`config.mk`:
```
export PLATFORM = sky130hd
export DESIGN_NAME = qid_datapath
export DESIGN_NICKNAME = d
export VERILOG_FILES = /design/src/hw/qid_pkg.sv /design/src/hw/qid_cic.sv /design/src/hw/qid_datapath.sv
export SDC_FILE = /design/constraint.sdc
export NUM_CORES = 2
export LEC_CHECK = 0
export ABC_CLOCK_PERIOD_IN_PS = 25400
export BUFFER_PORTS_ARGS = -buffer_cell sky130_fd_sc_hd__buf_2
export CORE_AREA = 2 2 449 451
export CTS_BUF_LIST = sky130_fd_sc_hd__clkbuf_4
export DETAILED_ROUTE_END_ITERATION = 6
export DIE_AREA = 0 0 451 453
export MAX_ROUTING_LAYER = met4
export PLACE_DENSITY = 0.75
export SYNTH_ARGS = -nofsm -noshare
export SYNTH_HDL_FRONTEND = slang
export SYNTH_SLANG_ARGS = --single-unit
```
`constraint.sdc`:
```
create_clock -name clk -period 25.4 [get_ports clk]
set_clock_uncertainty 0.05 [all_clocks]
set_input_delay 6.35 -clock clk [delete_from_list [all_inputs] [get_ports clk]]
set_output_delay 6.35 -clock clk [all_outputs]
set_load 0.01 [all_outputs]
```
`src/hw/qid_pkg.sv`:
```
package qid_pkg;
   localparam int TAPS       = 41;
   localparam int HALF_TAPS  = 20;
   localparam int UPSAMPLE   = 4;
   localparam int POLY_LEN   = 11;
   localparam int CIC_STAGES = 4;
   localparam int DIFF_DELAY = 1;
   localparam int R1_MIN     = 3;
   localparam int R1_MAX     = 31;
   localparam int R2_MIN     = 2;
   localparam int R2_MAX     = 63;
   localparam int R1_W       = 5;
   localparam int R2_W       = 6;
   localparam int REF_MULT   = 6;
   localparam int SYM_W      = 3;
   localparam int FIR_W      = 13;
   localparam int OUT_W      = 10;
   localparam int BUF_DEPTH  = 2;
   localparam int BITS_QPSK  = 2;
   localparam int BITS_QAM16 = 4;
   localparam int PER_W      = 4;
   // Half of the symmetric pulse-shaping response, centre tap first.
   localparam logic signed [9:0] COEF_HALF [0:HALF_TAPS] = '{
      10'sh1FF, 10'sh1EF, 10'sh1C1, 10'sh17D, 10'sh12A, 10'sh0D3, 10'sh081,
      10'sh03C, 10'sh009, -10'sh016, -10'sh024, -10'sh024, -10'sh01B,
      -10'sh00E, -10'sh002, 10'sh006, 10'sh009, 10'sh008, 10'sh005,
      10'sh001, -10'sh001};
   localparam logic [1:0]       PHASE_RST = 2'h0;
   localparam logic [1:0]       PHASE_LAST = 2'h3;
   localparam logic signed [2:0] LVL_P3 = 3'sh3;
   localparam logic signed [2:0] LVL_P1 = 3'sh1;
   localparam logic signed [2:0] LVL_M1 = -3'sh1;
   localparam logic signed [2:0] LVL_M3 = -3'sh3;
endpackage

```
`src/hw/qid_cic.sv`:
```
`timescale 1ns/10ps
module qid_cic #(
   parameter int W  = 13,
   parameter int RW = 5,
   parameter int OW = 13
) (
   input  wire logic                 clk,
   input  wire logic                 rst_n,
   input  wire logic                 in_en,
   input  wire logic                 out_en,
   input  wire logic [RW-1:0]        rate,
   input  wire logic signed [W-1:0]  din,
   output logic signed [OW-1:0]      dout
);
   localparam int N  = qid_pkg::CIC_STAGES;
   localparam int AW = W + N * RW;

   logic signed [AW-1:0] cx [0:N];
   logic signed [AW-1:0] ix [0:N];
   logic signed [AW-1:0] dly_reg [0:N-1];
   logic [N*RW-1:0]      rate_pow;
   logic [7:0]           shift;
   logic signed [AW-1:0] scaled;

   function automatic logic [7:0] ceil_log2(input logic [N*RW-1:0] v);
      logic [7:0] r;
      r = 8'h00;
      for (int i = 0; i < N * RW; i++) begin
         if ((v - 1'b1) >> i != '0) begin
            r = 8'(i + 1);
         end
      end
      return r;
   endfunction

   assign cx[0] = AW'(din);
   // Zero-stuffing: the comb output enters only on input-rate ticks.
   assign ix[0] = in_en ? cx[N] : '0;
   // Gain R^N over the integrators is divided down by its power-of-two ceiling.
   assign rate_pow = (N*RW)'(rate) * (N*RW)'(rate) * (N*RW)'(rate) * (N*RW)'(rate);
   assign shift    = ceil_log2(rate_pow);
   assign scaled   = ix[N] >>> shift;

   genvar k;
   generate
      for (k = 0; k < N; k++) begin : g_stage
         logic signed [AW-1:0] acc_reg;
         assign cx[k+1] = cx[k] - dly_reg[k];
         always_ff @(posedge clk or negedge rst_n) begin
            if (!rst_n) begin
               dly_reg[k] <= '0;
            end else if (in_en) begin
               dly_reg[k] <= cx[k];
            end
         end
         always_ff @(posedge clk or negedge rst_n) begin
            if (!rst_n) begin
               acc_reg <= '0;
            end else if (out_en) begin
               acc_reg <= acc_reg + ix[k];
            end
         end
         assign ix[k+1] = acc_reg;
      end
   endgenerate

   always_ff @(posedge clk or negedge rst_n) begin
      if (!rst_n) begin
         dout <= '0;
      end else if (out_en) begin
         dout <= scaled[W-1 -: OW];
      end
   end

   comb_hold_a: assert property (@(posedge clk) disable iff (!rst_n)
      !in_en |=> $stable(dly_reg[0]))
      else $error("comb delay moved without an input tick");
   out_hold_a: assert property (@(posedge clk) disable iff (!rst_n)
      !out_en |=> $stable(dout))
      else $error("interpolator output moved without an output tick");
endmodule

```
`src/hw/qid_datapath.sv`:
```
`timescale 1ns/10ps
// Summary of operation
// - FIR gives four samples per symbol
// - Symmetric 41-tap pulse-shaping response
// - Ten-bit signed coefficients, peak 511
// - Each CIC: four combs, four integrators
// - Comb differential delay is one sample
// - Interpolators reach the system clock rate
// - CIC stages suppress FIR images
// - 16-QAM gathers four bits per symbol
// - Multiplier gives system clock six times reference
// - CIC gain depends on programmed rate
// - First interpolator rate 3 to 31
// - Second interpolator rate 2 to 63
// - QPSK forms one symbol per two bits
module qid_datapath #(
   parameter int R1_W = qid_pkg::R1_W,
   parameter int R2_W = qid_pkg::R2_W
) (
   input  wire logic              clk,
   input  wire logic              rst_n,
   input  wire logic              qam16_mode,
   input  wire logic [R1_W-1:0]   rate1,
   input  wire logic [R2_W-1:0]   rate2,
   input  wire logic              bit_data,
   input  wire logic              bit_valid,
   output logic                   bit_ready,
   input  wire logic              multiplier_engaged,
   input  wire logic              reference_clock_input,
   output logic                   ref_ratio_ok,
   output logic                   symbol_underrun,
   output logic signed [9:0]      i_out,
   output logic signed [9:0]      q_out
);
   localparam int L = qid_pkg::POLY_LEN;
   localparam int FW = qid_pkg::FIR_W;

   logic [R1_W-1:0] r1_eff;
   logic [R2_W-1:0] r2_eff;
   logic [R1_W-1:0] cnt1_reg;
   logic [R2_W-1:0] cnt2_reg;
   logic [1:0]      phase_reg;
   logic            en2;
   logic            en1;
   logic            en0;
   logic [1:0]      buf_cnt_reg;
   logic            buf0_reg;
   logic            buf1_reg;
   logic            pop;
   logic            push;
   logic [3:0]      sh_reg;
   logic [2:0]      nbits_reg;
   logic [2:0]      bits_per_sym;
   logic            sym_full_reg;
   logic [3:0]      sym_reg;
   logic [3:0]      sh_next;
   logic signed [2:0] sym_i;
   logic signed [2:0] sym_q;
   logic signed [2:0] di_reg [0:L-1];
   logic signed [2:0] dq_reg [0:L-1];
   logic signed [15:0] sum_i;
   logic signed [15:0] sum_q;
   logic signed [FW-1:0] fir_i_reg;
   logic signed [FW-1:0] fir_q_reg;
   logic signed [FW-1:0] c1_i;
   logic signed [FW-1:0] c1_q;
   logic            under_reg;
   logic            ref_s1_reg;
   logic            ref_s2_reg;
   logic            ref_s3_reg;
   logic            ref_rise;
   logic [qid_pkg::PER_W-1:0] per_reg;
   logic            ratio_reg;

   function automatic logic signed [9:0] coef(input int idx);
      return qid_pkg::COEF_HALF[idx <= qid_pkg::HALF_TAPS ? qid_pkg::HALF_TAPS - idx
                                                         : idx - qid_pkg::HALF_TAPS];
   endfunction

   function automatic logic signed [2:0] level(input logic [1:0] b);
      unique case (b)
         2'h0: return qid_pkg::LVL_M3;
         2'h1: return qid_pkg::LVL_M1;
         2'h3: return qid_pkg::LVL_P1;
         2'h2: return qid_pkg::LVL_P3;
      endcase
   endfunction

   // Out-of-range rates are clamped so the enable chain never stalls.
   assign r1_eff = (rate1 < R1_W'(qid_pkg::R1_MIN)) ? R1_W'(qid_pkg::R1_MIN) : rate1;
   assign r2_eff = (rate2 < R2_W'(qid_pkg::R2_MIN)) ? R2_W'(qid_pkg::R2_MIN) : rate2;
   assign en2 = (cnt2_reg >= r2_eff - 1'b1);
   assign en1 = en2 && (cnt1_reg >= r1_eff - 1'b1);
   assign en0 = en1 && (phase_reg == qid_pkg::PHASE_LAST);

   always_ff @(posedge clk or negedge rst_n) begin
      if (!rst_n) begin
         cnt2_reg  <= '0;
         cnt1_reg  <= '0;
         phase_reg <= qid_pkg::PHASE_RST;
      end else begin
         cnt2_reg <= en2 ? '0 : cnt2_reg + 1'b1;
         if (en2) begin
            cnt1_reg <= en1 ? '0 : cnt1_reg + 1'b1;
         end
         if (en1) begin
            phase_reg <= phase_reg + 1'b1;
         end
      end
   end

   // Two-entry bit buffer; the symbol gatherer drains it only while assembling.
   assign bit_ready = (buf_cnt_reg < 2'(qid_pkg::BUF_DEPTH));
   assign push      = bit_valid && bit_ready;
   assign pop       = (buf_cnt_reg != 2'h0) && !sym_full_reg;

   always_ff @(posedge clk or negedge rst_n) begin
      if (!rst_n) begin
         buf_cnt_reg <= '0;
         buf0_reg    <= 1'b0;
         buf1_reg    <= 1'b0;
      end else begin
         buf_cnt_reg <= buf_cnt_reg + {1'b0, push} - {1'b0, pop};
         if (pop) begin
            buf0_reg <= (buf_cnt_reg == 2'h2) ? buf1_reg : bit_data;
         end else if (push && buf_cnt_reg == 2'h0) begin
            buf0_reg <= bit_data;
         end
         if (push && (buf_cnt_reg - {1'b0, pop}) == 2'h1) begin
            buf1_reg <= bit_data;
         end
      end
   end

   assign bits_per_sym = qam16_mode ? 3'(qid_pkg::BITS_QAM16) : 3'(qid_pkg::BITS_QPSK);
   assign sh_next      = {sh_reg[2:0], buf0_reg};

   always_ff @(posedge clk or negedge rst_n) begin
      if (!rst_n) begin
         sh_reg       <= '0;
         nbits_reg    <= '0;
         sym_full_reg <= 1'b0;
         sym_reg      <= '0;
      end else begin
         if (pop) begin
            sh_reg <= sh_next;
            if (nbits_reg + 1'b1 >= bits_per_sym) begin
               nbits_reg    <= '0;
               sym_full_reg <= 1'b1;
               sym_reg      <= sh_next;
            end else begin
               nbits_reg <= nbits_reg + 1'b1;
            end
         end else if (en0) begin
            sym_full_reg <= 1'b0;
         end
      end
   end

   // A missing symbol is sent as zero so the sample timing never slips.
   assign sym_i = !sym_full_reg ? 3'sh0 : qam16_mode ? level(sym_reg[3:2])
                : (sym_reg[1] ? qid_pkg::LVL_M3 : qid_pkg::LVL_P3);
   assign sym_q = !sym_full_reg ? 3'sh0 : qam16_mode ? level(sym_reg[1:0])
                : (sym_reg[0] ? qid_pkg::LVL_M3 : qid_pkg::LVL_P3);

   genvar j;
   generate
      for (j = 0; j < L; j++) begin : g_line
         always_ff @(posedge clk or negedge rst_n) begin
            if (!rst_n) begin
               di_reg[j] <= '0;
               dq_reg[j] <= '0;
            end else if (en0) begin
               di_reg[j] <= (j == 0) ? sym_i : di_reg[j == 0 ? 0 : j - 1];
               dq_reg[j] <= (j == 0) ? sym_q : dq_reg[j == 0 ? 0 : j - 1];
            end
         end
      end
   endgenerate

   // Polyphase form: each output phase uses every fourth tap of the response.
   always_comb begin
      sum_i = '0;
      sum_q = '0;
      for (int t = 0; t < L; t++) begin
         if (t * qid_pkg::UPSAMPLE + int'(phase_reg) < qid_pkg::TAPS) begin
            // Operands are widened first so the product cannot wrap at ten bits.
            sum_i = sum_i + 16'(di_reg[t]) * 16'(coef(t * qid_pkg::UPSAMPLE + int'(phase_reg)));
            sum_q = sum_q + 16'(dq_reg[t]) * 16'(coef(t * qid_pkg::UPSAMPLE + int'(phase_reg)));
         end
      end
   end

   always_ff @(posedge clk or negedge rst_n) begin
      if (!rst_n) begin
         fir_i_reg <= '0;
         fir_q_reg <= '0;
         under_reg <= 1'b0;
      end else begin
         if (en1) begin
            fir_i_reg <= sum_i[FW:1];
            fir_q_reg <= sum_q[FW:1];
         end
         if (en0) begin
            under_reg <= !sym_full_reg;
         end
      end
   end
   assign symbol_underrun = under_reg;

   qid_cic #(.W(FW), .RW(R1_W), .OW(FW)) u_cic1_i (
      .clk(clk), .rst_n(rst_n), .in_en(en1), .out_en(en2), .rate(r1_eff),
      .din(fir_i_reg), .dout(c1_i));
   qid_cic #(.W(FW), .RW(R1_W), .OW(FW)) u_cic1_q (
      .clk(clk), .rst_n(rst_n), .in_en(en1), .out_en(en2), .rate(r1_eff),
      .din(fir_q_reg), .dout(c1_q));
   qid_cic #(.W(FW), .RW(R2_W), .OW(qid_pkg::OUT_W)) u_cic2_i (
      .clk(clk), .rst_n(rst_n), .in_en(en2), .out_en(1'b1), .rate(r2_eff),
      .din(c1_i), .dout(i_out));
   qid_cic #(.W(FW), .RW(R2_W), .OW(qid_pkg::OUT_W)) u_cic2_q (
      .clk(clk), .rst_n(rst_n), .in_en(en2), .out_en(1'b1), .rate(r2_eff),
      .din(c1_q), .dout(q_out));

   // Reference is a pin: two flops before anything looks at it.
   assign ref_rise = ref_s2_reg && !ref_s3_reg;
   always_ff @(posedge clk or negedge rst_n) begin
      if (!rst_n) begin
         ref_s1_reg <= 1'b0;
         ref_s2_reg <= 1'b0;
         ref_s3_reg <= 1'b0;
         per_reg    <= '0;
         ratio_reg  <= 1'b0;
      end else begin
         ref_s1_reg <= reference_clock_input;
         ref_s2_reg <= ref_s1_reg;
         ref_s3_reg <= ref_s2_reg;
         if (ref_rise) begin
            per_reg   <= '0;
            ratio_reg <= (per_reg == qid_pkg::PER_W'(qid_pkg::REF_MULT - 1));
         end else if (per_reg != '1) begin
            per_reg <= per_reg + 1'b1;
         end
      end
   end
   assign ref_ratio_ok = ratio_reg && multiplier_engaged;

   phase_wrap_a: assert property (@(posedge clk) disable iff (!rst_n)
      en1 && phase_reg == 2'h3 |=> phase_reg == 2'h0 && !sym_full_reg || phase_reg == 2'h0)
      else $error("phase did not wrap after fourth sample");
   sym_gap_a: assert property (@(posedge clk) disable iff (!rst_n)
      en0 |=> !en0 [*8])
      else $error("symbol ticks too close together");
   r1_range_a: assert property (@(posedge clk) disable iff (!rst_n)
      en1 |-> r1_eff >= 5'h03 && r1_eff <= 5'h1F)
      else $error("first rate outside range");
   r2_range_a: assert property (@(posedge clk) disable iff (!rst_n)
      en2 |-> r2_eff >= 6'h02 && r2_eff <= 6'h3F)
      else $error("second rate outside range");
   qpsk_bits_a: assert property (@(posedge clk) disable iff (!rst_n)
      !qam16_mode && $rose(sym_full_reg) |-> $past(nbits_reg) == 3'h1)
      else $error("qpsk symbol not two bits");
   qam_bits_a: assert property (@(posedge clk) disable iff (!rst_n)
      qam16_mode && $rose(sym_full_reg) |-> $past(nbits_reg) == 3'h3)
      else $error("qam symbol not four bits");
   fir_hold_a: assert property (@(posedge clk) disable iff (!rst_n)
      !en1 |=> $stable(fir_i_reg) && $stable(fir_q_reg))
      else $error("fir output moved off its tick");
   ratio_ok_a: assert property (@(posedge clk) disable iff (!rst_n)
      ref_rise && per_reg == 4'h5 |=> ratio_reg)
      else $error("six-clock reference period not flagged");
   buf_full_a: assert property (@(posedge clk) disable iff (!rst_n)
      buf_cnt_reg == 2'h2 |-> !bit_ready)
      else $error("buffer accepts while full");
endmodule

```
==> impl_metrics.py <==
metrics = {
    "status": {
        "outcome": "complete, but fails checks",
        "failed_checks": "design-rule violations",
    },
    "sta": {
        "post-route-period-util_pct": 79.9,
        "hold_viol": 0,
        "rsz0062_at_grt": "no",
        "finalSetupViolations": 0,
        "slew_violations": 0,
        "min_period_ns": 20.28,
        "maxSlewHeadroom_pct": 23.2,
        "setup_tns_ns": 0,
        "worst_pin_slew_ns": 1.15,
        "fmax_ghz": 0.0493,
    },
    "die": {
        "start_util_pct": 59.7,
        "std_cell_rows": 164,
        "die_w_um": 451,
        "core_area_sq_um": 199000,
        "io_pins": 41,
        "fp.dieArea_sq_um": 204000,
        "die_h_um": 453,
    },
    "clock_tree": {
        "cts_tree": "done",
        "cts_buffers": 339,
        "post_cts.repair.setup_buffers": 0,
        "cts_resized": 0,
        "clk_pin_slew_ns": 0.07,
        "ctsLongestPathBuffers": 4,
        "worstSkewPairLatency_ns": 1.44,
        "cts.sinks": 1112,
        "clock-root-buffer": "clkbuf_4",
        "htree_levels": 5,
        "postCtsHoldBufs": 0,
    },
    "placement": {
        "place_congestion": 0.932,
        "hpwl_um": 214000,
        "dp_cells": 16198,
        "port_buffers": 40,
    },
    "synthesis": {
        "synthAdderAreaFrac_pct": 27.4,
        "synth_commonest_cells": "ha_1, inv_1, nand2_1",
        "syn_inst": 13793,
        "ys_ff_latch": 1112,
        "synth.cell_area_sq_um": 119000,
        "yosys_warnings": 0,
        "synthTopCellsByArea": "dfrtp_1, ha_1, fa_1",
        "synth_edf_count": 0,
        "synth_cell_types": 90,
        "synth_fp_nets": 16083,
        "synth_ff_type": "dfrtp_1",
        "synth_top_family_by_area": "adder cells",
        "avgSynthCellArea_sq_um": 8.62,
        "yosys.area_share.simple_pct": 14.1,
        "yosysTopAreaCellShare_pct": 23.4,
        "synth_most_common_cell": "ha_1",
        "synth_top_area_cell": "dfrtp_1",
        "synth-seq-area-share_pct": 23.4,
        "yosys-mux-area-fraction_pct": 3.20,
        "synth_compound_area_share_pct": 17.9,
        "async_flop_share_pct": 100,
        "synth_xor_area_share_pct": 8.05,
    },
    "final_layout": {
        "drive_gt1_share_pct": 5.62,
        "layout.nets": 16173,
        "stdcell_count": 16745,
        "area_growth_pct": 5.63,
    },
    "worst_hold_path": {
        "holdPathStages": 0,
        "holdPathEnd": "ref_s2_reg",
        "hold_class": "reg2reg",
        "hold_start": "ref_s1_reg",
    },
    "drt": {
        "drt_iter0_markers": 5422,
        "wirelength_um": 275000,
        "avgViaCountPerCell": 5.75,
        "first_pass_iters": 7,
        "vias": 96345,
        "ant_nets": 0,
        "wire_per_inst_um": 16.5,
        "drc": 1,
    },
    "worst_setup_path": {
        "r2r.worst_path.cells": 68,
        "cp_slowest_cell": "clkinv_1",
        "critPathRequiredTime_ns": 26.55,
        "rrSetupSlack_ns": 5.12,
        "critPathBufInv": 16,
        "worstPathArrival_ns": 21.43,
        "r2r_start": "phase_reg[0]",
        "worstPathMaxFanout": 49,
        "cpMostUsedCell": "fa_1",
        "setup.worst_path.class": "reg2reg",
        "cpPeakStageDelay_ns": 0.87,
        "crit_path_end_kind": "flop",
        "r2r_end": "fir_q_reg[12]",
        "start_kind": "flop",
        "cp_top_family": "adder cells",
    },
    "global_routing": {
        "overflow": 0,
        "track_usage_pct": 28.0,
        "antenna_found_initial": 3,
        "grt_max_degree": 183,
        "grt_pass1_wl_um": 470000,
        "grt_pass1_vias": 99094,
    },
    "flow_run": {
        "maxCapViolCount": 0,
    },
}
## layout make-up
class	instances	area [sq um]
inverters	1533	5750
flip-flops and latches	1112	27800
clock buffers	452	3390
repair buffers	103	758
diodes	10	25.0
well taps	2656	3320
clock inverters	85	472
multi-input cells	10794	84000
fillers	16722	73700
## per-stage QoR
step                hold slack (ns)  setup WS [ns]  util, %  instance area, sq um
floorplan                     0.281           6.54        -                119000
global placement              0.287           4.43     61.1                122000
detailed placement            0.287           4.31     61.1                122000
CTS                           0.300           5.17     63.0                126000
global route                  0.321           4.18     63.0                126000
finish                        0.300           5.12     63.0                126000
## logic make-up after synthesis
| group | Yosys count |
|---|---|
| DFF | 1112 |
| muxes | 360 |
| and+or+nand+nor | 3612 |
| adders and majority gates | 2272 |
| xor gates and xnor gates | 1087 |
| AOI/OAI and AO/OA | 3463 |
| buffers and inverters | 1887 |
## worst register-to-register path, delay by kind of cell, from the launching register on
family                     cells  cell delay (ns)
AOI/OAI and AO/OA             10             1.75
buffers and inverters         16             1.99
and+or+nand+nor                4             0.61
DFF                            1             0.74
adders and majority gates     33            14.09
xor gates and xnor gates       5             0.91
## worst max-delay path by stage
| stage | from | cells past startpoint | slack (ns) | to |
|---|---|---|---|---|
| floorplan | rate2[3] | 53 | 6.54 | u_cic2_i.dout[4] |
| global placement | rate2[5] | 52 | 4.43 | u_cic2_i.dout[4] |
| detailed placement | rate2[5] | 52 | 4.31 | u_cic2_i.dout[4] |
| CTS | phase_reg[0] | 68 | 5.17 | fir_q_reg[12] |
| global route | phase_reg[0] | 72 | 4.18 | fir_i_reg[12] |
| finish | phase_reg[0] | 68 | 5.12 | fir_q_reg[12] |
## placed cells by master (no fill, tap or decap), types with 162 or more instances in the layout
master,netlist,routed
a21o_1,290,289
xor2_1,340,340
mux2i_1,252,252
nand3_1,162,162
dfrtp_1,1112,1112
nor2b_1,183,183
o21ai_0,1001,1001
nand2b_1,252,252
inv_1,1528,1528
ha_1,1728,1727
a21oi_1,1033,1031
fa_1,544,544
o21a_1,175,175
nor3_1,208,208
nor2_1,953,953
xnor2_1,744,743
and2_1,223,222
nand2_1,1275,1271
clkbuf_4,0,452
o21bai_1,211,211
## routing by layer
layer | GRT usage [%] | share of wire, % | vias to the layer above
met5 | - | 0 | -
met4 | 11.7 | 4.1 | 0
met3 | 3.50 | 3.4 | 658
met2 | 49.9 | 51 | 1832
met1 | 31.6 | 42 | 46130
li1 | - | - | 47725
Power is not shown: default switching activity piles up to over one toggle a cycle in this logic, so the estimate is an artifact.
